**config.mk**
```make
export PLATFORM = sky130hd
export DESIGN_NAME = scs_core
export DESIGN_NICKNAME = d
export VERILOG_FILES = /design/src/logic/scs_sync3.v /design/src/logic/scs_gate.v /design/src/logic/scs_core.v
export VERILOG_INCLUDE_DIRS = /design/src /design/src/logic
export SDC_FILE = /design/constraint.sdc
export NUM_CORES = 1
export LEC_CHECK = 0
export ABC_AREA = 0
export BUFFER_PORTS_ARGS = -buffer_cell sky130_fd_sc_hd__buf_2
export CORE_ASPECT_RATIO = 2
export CORE_UTILIZATION = 41
export DETAILED_ROUTE_END_ITERATION = 6
export PLACE_DENSITY = 0.76
export SYNTH_ARGS = -nofsm -noshare
export SYNTH_HDL_FRONTEND = slang
export SYNTH_SLANG_ARGS = --single-unit
```
**constraint.sdc**
```tcl
create_clock -name pclk -period 3.55 [get_ports pclk]
set_clock_uncertainty 0.15 [all_clocks]
set_input_delay 0.355 -clock pclk [delete_from_list [all_inputs] [get_ports pclk]]
set_output_delay 0.355 -clock pclk [all_outputs]
set_load 0.02 [all_outputs]
```
**src/logic/scs_defs.vh**
```
// constants for the serial command source selector
`ifndef SCS_DEFS_VH
`define SCS_DEFS_VH
// ----------------------------------------------------------------------------
// register byte offsets
// ----------------------------------------------------------------------------
`define SCS_OFF_ADDR      12'h000
`define SCS_OFF_BAUD      12'h004
`define SCS_OFF_PROTO     12'h008
`define SCS_OFF_SEL       12'h00C
`define SCS_OFF_CTRL      12'h010
`define SCS_OFF_STATUS    12'h014
// ----------------------------------------------------------------------------
// field positions and codes
// ----------------------------------------------------------------------------
`define SCS_SEL_COAST_LSB 0
`define SCS_SEL_BRAKE_LSB 2
`define SCS_SEL_START_LSB 4
`define SCS_SEL_REV_LSB   6
`define SCS_CW_STOP_BIT   3
`define SCS_CW_START_BIT  6
`define SCS_CW_REV_BIT    15
`define SCS_SRC_TERM      2'h0
`define SCS_SRC_SERIAL    2'h1
`define SCS_SRC_AND       2'h2
`define SCS_SRC_OR        2'h3
`define SCS_BAUD_300      3'h0
`define SCS_BAUD_4800     3'h4
`define SCS_BAUD_9600     3'h5
`define SCS_PROTO_NATIVE  2'h0
`define SCS_PROTO_BAS     2'h1
`define SCS_PROTO_FLN     2'h2
`define SCS_PROTO_RTU     2'h3
// ----------------------------------------------------------------------------
// reset values
// ----------------------------------------------------------------------------
`define SCS_RST_ADDR      8'h01
`define SCS_RST_BAUD      3'h5
`define SCS_RST_PROTO     2'h0
`define SCS_RST_SEL       8'h0F
`define SCS_RST_CW        16'h0000
`endif

```
**src/logic/scs_sync3.v**
```verilog
// three-stage input synchroniser with second/third agreement
`timescale 1ns/1ps
module scs_sync3 (
  input  wire pclk,
  input  wire presetn,
  input  wire rst_val,
  input  wire pin,
  output reg  level_q
);
  reg s1_q;
  reg s2_q;
  reg s3_q;
  reg lvl_q;
  // stages hold the pin relative to its idle level, so a constant zero
  // reset still means idle and no false request follows reset
  always @(posedge pclk or negedge presetn)
  begin
    if (!presetn)
    begin
      s1_q  <= 1'b0;
      s2_q  <= 1'b0;
      s3_q  <= 1'b0;
      lvl_q <= 1'b0;
    end
    else
    begin
      s1_q <= pin ^ rst_val;
      s2_q <= s1_q;
      s3_q <= s2_q;
      // a change counts once stages two and three agree
      if (s2_q == s3_q)
        lvl_q <= s3_q;
    end
  end
  always @*
  begin
    level_q = lvl_q ^ rst_val;
  end
endmodule // scs_sync3

```
**src/logic/scs_gate.v**
```verilog
// one command source gate: terminal, serial, and, or
`timescale 1ns/1ps
`include "scs_defs.vh"
module scs_gate (
  input  wire [1:0] sel,
  input  wire       term,
  input  wire       ser,
  input  wire       act_low,
  output wire       active
);
  wire t_act;
  wire s_act;
  reg  r;
  // convert to request-active polarity first so and/or mean request logic
  assign t_act = act_low ? ~term : term;
  assign s_act = act_low ? ~ser : ser;
  always @*
  begin
    case (sel)
      `SCS_SRC_TERM:   r = t_act;
      `SCS_SRC_SERIAL: r = s_act;
      `SCS_SRC_AND:    r = t_act & s_act;
      default:         r = t_act | s_act;
    endcase
  end
  assign active = r;
endmodule // scs_gate

```
**src/logic/scs_core.v**
```verilog
// serial port settings and command source gating with an apb slave
//
// Register access over APB and the address map were chosen for this implementation.
`timescale 1ns/1ps
`include "scs_defs.vh"
module scs_core (
  input  wire        pclk,
  input  wire        presetn,
  input  wire        psel,
  input  wire        penable,
  input  wire        pwrite,
  input  wire [11:0] paddr,
  input  wire [31:0] pwdata,
  output reg  [31:0] prdata,
  output wire        pready,
  output wire        pslverr,
  input  wire        panel_wr,
  input  wire [1:0]  panel_sel,
  input  wire [7:0]  panel_data,
  input  wire        factory_init,
  input  wire        coast_terminal_input,
  input  wire        brake_terminal_input,
  input  wire        start_terminal_input,
  input  wire        reverse_terminal_input,
  output reg         coast_q,
  output reg         brake_q,
  output reg         start_q,
  output reg         reverse_q,
  output reg  [7:0]  node_addr_q,
  output reg  [2:0]  baud_code_q,
  output reg         rate_ok_q
);
  // --------------------------------------------------------------------------
  // panel selections
  // --------------------------------------------------------------------------
  localparam [1:0] PNL_ADDR  = 2'h0;
  localparam [1:0] PNL_BAUD  = 2'h1;
  localparam [1:0] PNL_PROTO = 2'h2;

  // --------------------------------------------------------------------------
  // functions
  // --------------------------------------------------------------------------
  function rate_allowed;
    input [1:0] proto;
    input [2:0] baud;
    begin
      if (baud > `SCS_BAUD_9600)
        rate_allowed = 1'b0;
      else
      begin
        case (proto)
          `SCS_PROTO_BAS: rate_allowed = (baud == `SCS_BAUD_9600);
          `SCS_PROTO_FLN: rate_allowed = (baud >= `SCS_BAUD_4800);
          default:        rate_allowed = 1'b1;
        endcase
      end
    end
  endfunction

  // --------------------------------------------------------------------------
  // state
  // --------------------------------------------------------------------------
  reg  [1:0]  proto_q;
  reg  [7:0]  sel_q;
  reg  [15:0] cw_q;
  wire        wr_en;
  wire        rd_en;
  wire        hit;
  wire        coast_t;
  wire        brake_t;
  wire        start_t;
  wire        rev_t;
  wire        coast_d;
  wire        brake_d;
  wire        start_d;
  wire        reverse_d;

  assign pready  = 1'b1;
  assign hit     = (paddr == `SCS_OFF_ADDR) || (paddr == `SCS_OFF_BAUD) ||
                   (paddr == `SCS_OFF_PROTO) || (paddr == `SCS_OFF_SEL) ||
                   (paddr == `SCS_OFF_CTRL) || (paddr == `SCS_OFF_STATUS);
  assign pslverr = psel & penable & ~hit;
  assign wr_en   = psel & penable & pwrite & hit;
  assign rd_en   = psel & ~penable & ~pwrite;

  // --------------------------------------------------------------------------
  // settings: address and baud only from the panel
  // --------------------------------------------------------------------------
  always @(posedge pclk or negedge presetn)
  begin
    if (!presetn)
    begin
      node_addr_q <= `SCS_RST_ADDR;
      baud_code_q <= `SCS_RST_BAUD;
      proto_q     <= `SCS_RST_PROTO;
      sel_q       <= `SCS_RST_SEL;
      cw_q        <= `SCS_RST_CW;
    end
    else if (factory_init)
    begin
      node_addr_q <= `SCS_RST_ADDR;
      baud_code_q <= `SCS_RST_BAUD;
      proto_q     <= `SCS_RST_PROTO;
      sel_q       <= `SCS_RST_SEL;
      cw_q        <= `SCS_RST_CW;
    end
    else
    begin
      // bus writes to address and baud fall through unstored
      if (panel_wr && panel_sel == PNL_ADDR)
        node_addr_q <= panel_data;
      if (panel_wr && panel_sel == PNL_BAUD && panel_data[7:3] == 5'h00 &&
          panel_data[2:0] <= `SCS_BAUD_9600)
        baud_code_q <= panel_data[2:0];
      if (panel_wr && panel_sel == PNL_PROTO)
        proto_q <= panel_data[1:0];
      else if (wr_en && paddr == `SCS_OFF_PROTO)
        proto_q <= pwdata[1:0];
      if (wr_en && paddr == `SCS_OFF_SEL)
        sel_q <= pwdata[7:0];
      if (wr_en && paddr == `SCS_OFF_CTRL)
        cw_q <= pwdata[15:0];
    end
  end

  // --------------------------------------------------------------------------
  // read data, registered in the setup phase
  // --------------------------------------------------------------------------
  always @(posedge pclk or negedge presetn)
  begin
    if (!presetn)
      prdata <= 32'h00000000;
    else if (rd_en)
    begin
      case (paddr)
        `SCS_OFF_ADDR:   prdata <= {24'h000000, node_addr_q};
        `SCS_OFF_BAUD:   prdata <= {29'h00000000, baud_code_q};
        `SCS_OFF_PROTO:  prdata <= {30'h00000000, proto_q};
        `SCS_OFF_SEL:    prdata <= {24'h000000, sel_q};
        `SCS_OFF_CTRL:   prdata <= {16'h0000, cw_q};
        `SCS_OFF_STATUS: prdata <= {27'h0000000, rate_ok_q, reverse_q, start_q,
                                    brake_q, coast_q};
        default:         prdata <= 32'h00000000;
      endcase
    end
  end

  // --------------------------------------------------------------------------
  // terminal synchronisers
  // --------------------------------------------------------------------------
  scs_sync3 u_sync_coast (
    .pclk    (pclk),
    .presetn (presetn),
    .rst_val (1'b1),
    .pin     (coast_terminal_input),
    .level_q (coast_t)
  );
  scs_sync3 u_sync_brake (
    .pclk    (pclk),
    .presetn (presetn),
    .rst_val (1'b1),
    .pin     (brake_terminal_input),
    .level_q (brake_t)
  );
  scs_sync3 u_sync_start (
    .pclk    (pclk),
    .presetn (presetn),
    .rst_val (1'b0),
    .pin     (start_terminal_input),
    .level_q (start_t)
  );
  scs_sync3 u_sync_rev (
    .pclk    (pclk),
    .presetn (presetn),
    .rst_val (1'b0),
    .pin     (reverse_terminal_input),
    .level_q (rev_t)
  );

  // --------------------------------------------------------------------------
  // command gates
  // --------------------------------------------------------------------------
  // coast and brake are active low on both sources
  scs_gate u_gate_coast (
    .sel     (sel_q[`SCS_SEL_COAST_LSB+1:`SCS_SEL_COAST_LSB]),
    .term    (coast_t),
    .ser     (cw_q[`SCS_CW_STOP_BIT]),
    .act_low (1'b1),
    .active  (coast_d)
  );
  scs_gate u_gate_brake (
    .sel     (sel_q[`SCS_SEL_BRAKE_LSB+1:`SCS_SEL_BRAKE_LSB]),
    .term    (brake_t),
    .ser     (cw_q[`SCS_CW_STOP_BIT]),
    .act_low (1'b1),
    .active  (brake_d)
  );
  scs_gate u_gate_start (
    .sel     (sel_q[`SCS_SEL_START_LSB+1:`SCS_SEL_START_LSB]),
    .term    (start_t),
    .ser     (cw_q[`SCS_CW_START_BIT]),
    .act_low (1'b0),
    .active  (start_d)
  );
  scs_gate u_gate_rev (
    .sel     (sel_q[`SCS_SEL_REV_LSB+1:`SCS_SEL_REV_LSB]),
    .term    (rev_t),
    .ser     (cw_q[`SCS_CW_REV_BIT]),
    .act_low (1'b0),
    .active  (reverse_d)
  );

  // --------------------------------------------------------------------------
  // registered outputs keep selector changes glitch free
  // --------------------------------------------------------------------------
  always @(posedge pclk or negedge presetn)
  begin
    if (!presetn)
    begin
      coast_q   <= 1'b0;
      brake_q   <= 1'b0;
      start_q   <= 1'b0;
      reverse_q <= 1'b0;
      rate_ok_q <= 1'b1;
    end
    else
    begin
      coast_q   <= coast_d;
      brake_q   <= brake_d;
      start_q   <= start_d;
      reverse_q <= reverse_d;
      rate_ok_q <= rate_allowed(proto_q, baud_code_q);
    end
  end
endmodule // scs_core

```
==> reports/results.ini, run 1 <==
[final_layout]
fin_nets=454
stdcell_count=490
drive_gt1_share_pct=31.6
area_delta_synth_final_pct=21.6
fin_area_um2=4190
n_antenna_cell=0

[synthesis]
ys_warn_count=0
yosysSeqAreaShare_pct=54.0
synth_edf_count=0
ys_types=50
synth_top_area_share_pct=47.9
synthTopCellsByArea=dfrtp_1 (48%), mux2i_1 (7.6%), dfstp_2 (6.1%)
yosysTopAreaCell=dfrtp_1
ys_async_sr_fraction_pct=100
yosys-top-cells-count=dfrtp_1 (66), nor2_1 (39), mux2i_1 (26), buf_4 (18), o21ai_1 (16)
synth_most_common_cell=dfrtp_1
synthCells=304
syn_area_per_cell_um2=11.3
synth-seq-cells=74
netlist_area_um2=3450
synthFlopType=dfrtp_1

[job]
max_cap_violations=0

[routing]
num_vias=2673
viasPerCell=5.46
drtIter0Drc=182
drt_pass1_iterations=6
final_antenna_net_count=0
drc_errors=0
routedWlPerCell_um=16.8
routed_wl_um=8240

[sta]
min_period_ns=2.17
worst_pin_slew_ns=0.789
finalHoldViolCount=0
drv_slew=0
finalSetupTns_ns=0
fin_crit_sh_pct=61.1
fin_ws_ns=1.38
fmax_ghz=0.461
slew-limit-headroom_pct=47.4
finalSetupViolCount=0
rsz0062_at_grt=no

[clock_network]
root_buffer=clkbuf_16
cts_buffer_depth=2
cts.sinks=74
clk_pin_slew_ns=0.05
clkLatencyLatePin_ns=0.33
cts_tree=yes
numCtsBuffers=9
htreeDepth=3
cts_resized=0
postCtsSetupRepairBufs=0

[placement]
dp_slack_ns=1.05
place_inst=471
hpwl_um=6000
placed_cell_area_um2=3870
portBuffers=81
gp_routability_congestion=0.850

[grt]
grt_max_degree=38
grt_usage_pct=20.1
grt_pass1_vias=2717
grt_antenna_before_repair=0
grt_overflow=0
grt_pass1_wl_um=12900

[worst_hold_path]
hold_path_class=input pin to register
worstHoldStart=brake_terminal_input

[worst_setup_path]
cp-end-kind=register
crit_required_ns=3.67
crit_slowest_cell=or4_1
critPathLaunch=paddr[11]
crit_fanout=8
worst_r2r_startpoint=start_q$_DFF_PN0_
cp_cell_sequence=buf_2, or4_1, nor4b_4, and3b_1, a22o_1
worst_setup_path_start_kind=input pin
crit_arrival_ns=2.29
crit_type=input pin to register
max_stage_delay_ns=0.71

[pwr]
p_per_area_nw_per_um2=453
ir_drop_mv=0.246
p_leak_nw=2.10

[die]
ioPinCount=115
die_h_um=132
initial_core_util_pct=41.9
die-area_um2=8800
die_x_um=66.8
core_area_um2=8230
num_rows=47

[run_status]
status=finished clean

[logic make-up after synthesis]
family	Yosys count	share of synthesized area, %
AO/OA/AOI/OAI	53	10.2
XOR/XNOR	4	1.02
adder cells (fa/ha/maj)	6	1.89
buffers and inverters	38	6.21
flip-flops	74	54.0
multiplexers	34	11.1
other	2	0.218
AND/OR/NAND/NOR	93	15.3
[registers in the layout (all words and copies together) (netlist names), 2 cells and up]
name         count
baud_code_q      3
cw_q            16
node_addr_q      8
prdata          16
proto_q          2
sel_q            8
[worst paths after layout]
check / end / slack (ns) / depth (start not counted)
setup / recovery: prdata[10]$_DFFE_PN0P_ / 1.38 / 5
hold / removal: u_sync_brake.s1_q$_DFF_PN0_ / 0.01 / 2
setup reg to reg: prdata[2]$_DFFE_PN0P_ / 2.05 / 3
hold reg to reg: u_sync_rev.s2_q$_DFF_PN0_ / 0.19 / 0
max in group asynchronous: baud_code_q[0]$_DFFE_PN1P_ / 1.87 / 3
min in group asynchronous: prdata[2]$_DFFE_PN0P_ / 0.50 / 2
[area by class of cell]
class / instances / area (um2)
clock buffer: 10 / 229
sequential: 74 / 1860
inverter: 7 / 26.3
fill: 761 / 4040
clock inverter: 6 / 57.6
tap: 98 / 123
timing repair buffer: 88 / 465
multi-input combinational: 207 / 1430
[metrics by stage]
| step | total power [W] | hold WS [ns] | util [%] |
|---|---|---|---|
| 2_1_floorplan | 0.000981 | -0.0906 | - |
| 3_3_place_gp | 0.00104 | 0.183 | 47.0 |
| 3_5_place_dp | 0.00104 | 0.186 | 47.0 |
| 4_1_cts | 0.00191 | 0.000159 | 50.9 |
| 5_1_grt | 0.00196 | 0.00864 | 50.9 |
| 6_report | 0.00190 | 0.0116 | 50.9 |
[where the power goes]
part	total (W)	internal [W]	switching, W
sequential	0.000879	0.000865	0.0000137
combinational	0.000152	0.0000541	0.0000981
clock	0.000867	0.000538	0.000328
[layer usage]
layer / GRT usage [%] / part of all wire, %
met5: 0 / 0
met4: 12.2 / 5.2
met3: 6.08 / 6.1
met2: 33.1 / 53
met1: 21.8 / 36
[what timing repair did]
item,in CTS,in global routing
endpoints found under the setup margin,0,0
hold buffers,3,0
hold endpoints to repair,31,0
[critical path, delay by kind of cell]
kind / cells / cell delay [ns]
AND/OR/NAND/NOR: 3 / 1.64
AO/OA/AOI/OAI: 1 / 0.19
buffers and inverters: 1 / 0.11
[layout by cell type (no fill, tap or decap), types with 4 or more instances in the layout]
master	count
a21oi_1	8
a22o_1	8
a22oi_1	8
buf_2	81
buf_4	4
clkbuf_16	9
clkinv_2	4
conb_1	17
dfrtp_1	66
dfstp_2	8
inv_1	7
maj3_1	4
mux2_2	5
mux2i_1	26
nand2_1	9
nand3_1	10
nand3b_1	6
nor2_1	39
o21ai_1	16
xnor2_1	4
No activity file was read; power rests on OpenSTA's default activity.
==> inputs of run 2 (changes only) <==
--- a/config.mk
+++ b/config.mk
@@ -6,12 +6,12 @@
 export SDC_FILE = /design/constraint.sdc
 export NUM_CORES = 1
 export LEC_CHECK = 0
-export ABC_AREA = 0
+export ABC_AREA = 1
 export BUFFER_PORTS_ARGS = -buffer_cell sky130_fd_sc_hd__buf_2
 export CORE_ASPECT_RATIO = 2
 export CORE_UTILIZATION = 41
 export DETAILED_ROUTE_END_ITERATION = 6
-export PLACE_DENSITY = 0.76
+export PLACE_DENSITY = 0.78
 export SYNTH_ARGS = -nofsm -noshare
 export SYNTH_HDL_FRONTEND = slang
 export SYNTH_SLANG_ARGS = --single-unit
==> constraint.sdc (replaced) <==
create_clock -name pclk -period 1.8 [get_ports pclk]
set_clock_uncertainty 0.15 [all_clocks]
set_input_delay 0.18 -clock pclk [delete_from_list [all_inputs] [get_ports pclk]]
set_output_delay 0.18 -clock pclk [all_outputs]
set_load 0.02 [all_outputs]
==> run 2 against run 1 <==
Against the previous run: synthesized area rose by 6.2%; routed wire length grew 5.4%; die area grew 6.1%; via count up 17%; setup slack lost 1.2 ns; combinational power grew to 3.0 times the previous value; sequential power up 110%; count of clock-buffer cells in the layout is 3 higher; synthesized cell count is 31% higher; first-iteration DRC count grew 26%; largest cell class unchanged; largest power group is now clock.
==> reports/results.ini, run 2 <==
[run_status]
status=finished clean

[synthesis]
synth-seq-cells=74
yosysTopAreaCell=dfrtp_1
synthCells=397
ys_types=38
synth_most_common_cell=nand2_1
synthTopCellsByArea=dfrtp_1 (45%), nand2_1 (8.5%), dfstp_2 (5.7%)
synthFlopType=dfrtp_1
yosysSeqAreaShare_pct=50.9
ys_async_sr_fraction_pct=100
yosys-top-cells-count=nand2_1 (83), dfrtp_1 (66), inv_1 (42), nand3_1 (40), buf_4 (17)
synth_top_area_share_pct=45.1
syn_area_per_cell_um2=9.22
synth_edf_count=0
ys_warn_count=0
netlist_area_um2=3660

[sta]
min_period_ns=1.61
finalSetupViolCount=0
finalSetupTns_ns=0
drv_slew=0
fmax_ghz=0.622
finalHoldViolCount=0
fin_crit_sh_pct=89.4
fin_ws_ns=0.192
rsz0062_at_grt=no

[routing]
num_vias=3129
drtIter0Drc=230
viasPerCell=5.09
final_antenna_net_count=0
routed_wl_um=8680
drt_pass1_iterations=4
routedWlPerCell_um=14.1
drc_errors=0

[pwr]
ir_drop_mv=0.441
power_switching_w=0.00101
power_frac_seq_pct=42.5
p_per_area_nw_per_um2=915
pwr-share-comb_pct=10.7
clkPwrFrac_pct=46.8
p_int_w=0.00330
p_leak_nw=2.42
switching_share_pct=23.5

[placement]
gp_routability_congestion=0.893
hpwl_um=6560
placed_cell_area_um2=4120
portBuffers=81
dp_slack_ns=0.188

[clock_network]
cts_resized=0
numCtsBuffers=9
clk_pin_slew_ns=0.05
root_buffer=clkbuf_16
postCtsSetupRepairBufs=0
cts.sinks=74
htreeDepth=3
cts_tree=yes
cts_buffer_depth=2
clkLatencyLatePin_ns=0.33

[worst_setup_path]
cp_cell_sequence=buf_2, nor2_4, nand3_1, inv_1, nand2_1, nand3_1, nor3_1, buf_2
cp-end-kind=output pin
max_stage_delay_ns=0.21
reg2reg_slack_ns=0.65
worst_setup_path_start_kind=input pin
crit_arrival_ns=1.28
crit_type=input pin to output pin
crit_slowest_cell=inv_1
crit_required_ns=1.47
crit_fanout=6

[grt]
grt_max_degree=75
grt_pass1_vias=3128
grt_pass1_wl_um=14000
grt_usage_pct=20.5
grt_overflow=0
grt_antenna_before_repair=0

[die]
die-area_um2=9330
die_h_um=136
ioPinCount=115
num_rows=48
core_area_um2=8650
die_x_um=68.8
initial_core_util_pct=42.3

[final_layout]
final_common_cell=nand2_1
n_antenna_cell=0
fin_area_um2=4710
area_delta_synth_final_pct=28.7
reg_top3=cw_q x16, prdata x16
drive_gt1_share_pct=32.8
final_core_util_pct=54.5
most-common-layout-cells=nand2_1 (83), buf_2 (81), dfrtp_1 (66)
fin_nets=577

[job]
max_cap_violations=0

[worst_hold_path]
hold_path_class=input pin to register

-- run 2: changes by cell type after synthesis, sizes merged, moves of 7 or more --
cell	previous run	this run
a22o	8	0
a22oi	8	1
clkbuf	9	1
inv	7	50
mux2i	26	0
nand2	9	99
nand3	10	44
nor2	39	21
o21ai	18	35
o31ai	0	8
-- run 2: final cells by class --
cell class,count,area [um2]
Multi-Input combinational cell,263,1470
Clock inverter,3,68.8
Inverter,50,190
Clock buffer,13,280
Tap cell,100,125
Timing Repair Buffer,112,711
Fill cell,779,3940
Sequential cell,74,1860
-- run 2: routing by layer --
metal	part of all wire (%)	vias up	GRT usage [%]
met5	0	-	0
met4	5.2	0	14.1
met3	4.5	29	3.45
met2	53	117	34.8
met1	37	1489	22.2
li1	-	1494	-
-- run 2: cell families after synthesis --
family | count (synthesis) | synth area share, %
compound gates | 63 | 10.8
fa+ha+maj | 6 | 1.78
flops | 74 | 50.9
mux | 2 | 0.821
simple gates | 175 | 25.1
buf+inv | 75 | 10.4
other cells | 2 | 0.205
-- run 2: power by group through the flow --
stage          combinational (W)  clock [W]  sequential, W
2_1_floorplan           0.000232          0        0.00188
3_3_place_gp            0.000408          0        0.00186
3_5_place_dp            0.000423          0        0.00186
4_1_cts                 0.000464    0.00205        0.00183
5_1_grt                 0.000512    0.00211        0.00184
6_report                0.000460    0.00202        0.00183
-- run 2: critical path, delay by kind of cell --
family | cells | cell delay [ns]
buffers and inverters | 3 | 0.49
AND/OR/NAND/NOR | 5 | 0.59
-- run 2: path summary, 6_finish.rpt --
| check | startpoint | cells past startpoint | to |
|---|---|---|---|
| min in group asynchronous | presetn | 3 | u_sync_brake.s1_q$_DFF_PN0_ |
| max | paddr[1] | 8 | pslverr |
| max reg2reg | proto_q[1]$_DFFE_PN0P_ | 6 | rate_ok_q$_DFF_PN1_ |
| min reg2reg | u_sync_coast.s1_q$_DFF_PN0_ | 0 | u_sync_coast.s2_q$_DFF_PN0_ |
| max in group asynchronous | presetn | 3 | rate_ok_q$_DFF_PN1_ |
| min | panel_data[5] | 3 | node_addr_q[5]$_DFFE_PN0P_ |
-- run 2: per-stage QoR --
stage / power [W] / cells / hold slack (ns)
finish: 0.00431 / 615 / 0.00844
global route: 0.00446 / 615 / 0.0202
CTS: 0.00434 / 615 / 0.00273
detailed placement: 0.00228 / 575 / 0.0882
global placement: 0.00227 / 575 / 0.0733
floorplan: 0.00211 / 412 / -0.266
-- run 2: what timing repair did --
action	CTS	global route
hold endpoints to repair	93	0
hold buffers	24	0
setup endpoints to repair	0	0
==> inputs of run 3 (changes only) <==
--- a/config.mk
+++ b/config.mk
@@ -9,9 +9,10 @@
 export ABC_AREA = 1
 export BUFFER_PORTS_ARGS = -buffer_cell sky130_fd_sc_hd__buf_2
 export CORE_ASPECT_RATIO = 2
-export CORE_UTILIZATION = 41
+export CORE_UTILIZATION = 30
 export DETAILED_ROUTE_END_ITERATION = 6
-export PLACE_DENSITY = 0.78
+export GPL_ROUTABILITY_DRIVEN = 0
+export PLACE_DENSITY = 0.63
 export SYNTH_ARGS = -nofsm -noshare
 export SYNTH_HDL_FRONTEND = slang
 export SYNTH_SLANG_ARGS = --single-unit
==> run 3 against run 2 <==
Against the previous run: critical path depth did not move; largest cell class unchanged; core utilization fell by 14 points; first-iteration DRC count fell by 27%; clock power fell by 8%; flip-flop and latch count did not move; highest routed layer unchanged; design area rose by 2.1%; routed wire length rose by 5.3%; register-to-register slack got worse by 0.05 ns; count of clock-buffer cells in the layout did not move; via count fell by 1.1%.
==> reports/results.ini, run 3 (synthesis gave the netlist of run 2 again) <==
[die]
die_x_um=80.1
initial_core_util_pct=31.1
num_rows=56
die-area_um2=12700
die_h_um=158
core_area_um2=11800
ioPinCount=115

[worst_hold_path]
hold_path_class=input pin to register

[final_layout]
most-common-layout-cells=nand2_1 (83), buf_2 (81), dfrtp_1 (66)
fin_area_um2=4810
n_antenna_cell=0
regArea_um2=1860
area_delta_synth_final_pct=31.4
reg_top3=cw_q x16, prdata x16
fin_nets=583
final_common_cell=nand2_1
multi_input_area_um2=1470
drive_gt1_share_pct=33.0
n_fill_cell=1213

[clock_network]
cts.sinks=74
clk_pin_slew_ns=0.05
cts_resized=0
clkLatencyLatePin_ns=0.33
htreeDepth=3
root_buffer=clkbuf_16
postCtsHoldBufs=26
cts_tree=yes
postCtsSetupRepairBufs=0
cts_buffer_depth=2
numCtsBuffers=9

[sta]
fin_crit_sh_pct=89.6
worst_hold_slack_ns=0.0192
fmax_ghz=0.620
fin_ws_ns=0.187
rsz0062_at_grt=no
drv_slew=0
finalSetupViolCount=0
finalSetupTns_ns=0
finalHoldViolCount=0
min_period_ns=1.61

[placement]
portBuffers=81
placed_cell_area_um2=4230
hpwl_um=7210
dp_slack_ns=0.187

[grt]
grt_overflow=0
grt_max_degree=28
grt_pass1_vias=3061
grt_antenna_before_repair=0
grt_pass1_wl_um=14600
grt_usage_pct=15.4

[worst_setup_path]
cp_cell_sequence=buf_2, nor2_2, nand2_1, nor2_4, o21ai_0, nand3_1, nor3_1, buf_2
worst_setup_path_start_kind=input pin
crit_fanout=9
crit_slowest_cell=nor2_4
max_stage_delay_ns=0.25
crit_required_ns=1.47
crit_arrival_ns=1.28
crit_type=input pin to output pin
crit_family=simple AND/OR/NAND/NOR gates
critPathMostFrequentCell=buf_2
cp.buffers_inverters=2
cp-end-kind=output pin

[pwr]
total_power_w=0.00416
ir_drop_mv=0.451
p_leak_nw=2.43
p_per_area_nw_per_um2=864

[routing]
routedWlPerCell_um=13.7
drc_errors=0
routed_wl_um=9130
final_antenna_net_count=0
num_vias=3096
drtIter0Drc=168
viasPerCell=4.65
drt_pass1_iterations=4

[job]
max_cap_violations=0

[run_status]
status=finished clean

[run 3: final cells by class]
type	count	area share, %
timing repair buffer	118	16.3
tap	145	3.77
clock buffer	13	5.62
clock inverter	3	0.963
multi-input combinational	263	30.6
sequential	74	38.7
inverter	50	3.96
[run 3: stage by stage]
stage,utilization [%],instances
after global routing,40.8,666
after CTS,40.8,666
after global placement,35.9,624
after floorplan,-,412
final,40.8,666
after detailed placement,35.9,624
[run 3: worst paths after layout]
path / from / endpoint / slack (ns) / cells after the start
setup / recovery: paddr[7] / pslverr / 0.19 / 8
hold / removal: pwdata[4] / cw_q[4]$_DFFE_PN0P_ / 0.02 / 3
setup reg to reg: proto_q[1]$_DFFE_PN0P_ / rate_ok_q$_DFF_PN1_ / 0.60 / 6
hold reg to reg: u_sync_brake.s1_q$_DFF_PN0_ / u_sync_brake.s2_q$_DFF_PN0_ / 0.20 / 0
max in group asynchronous: presetn / prdata[4]$_DFFE_PN0P_ / 0.62 / 4
min in group asynchronous: presetn / cw_q[9]$_DFFE_PN0P_ / 0.18 / 2
[run 3: tightest hold or removal path, cell delays in order]
cell,delay [ns]
buf_2,0.09
nand2_1,0.11
o21ai_1,0.07
[run 3: where the power goes]
part	switching, W	internal [W]
logic	0.000290	0.000182
registers	0.0000767	0.00176
clock network	0.000658	0.00119
[run 3: layer usage]
layer	vias up	global-route usage [%]	part of all wire [%]	wire, um
met5	-	0	0	0
met4	0	7.57	2.8	260
met3	16	2.48	4.5	409
met2	106	28.5	54	4940
met1	1466	16.6	39	3520
li1	1508	-	-	-
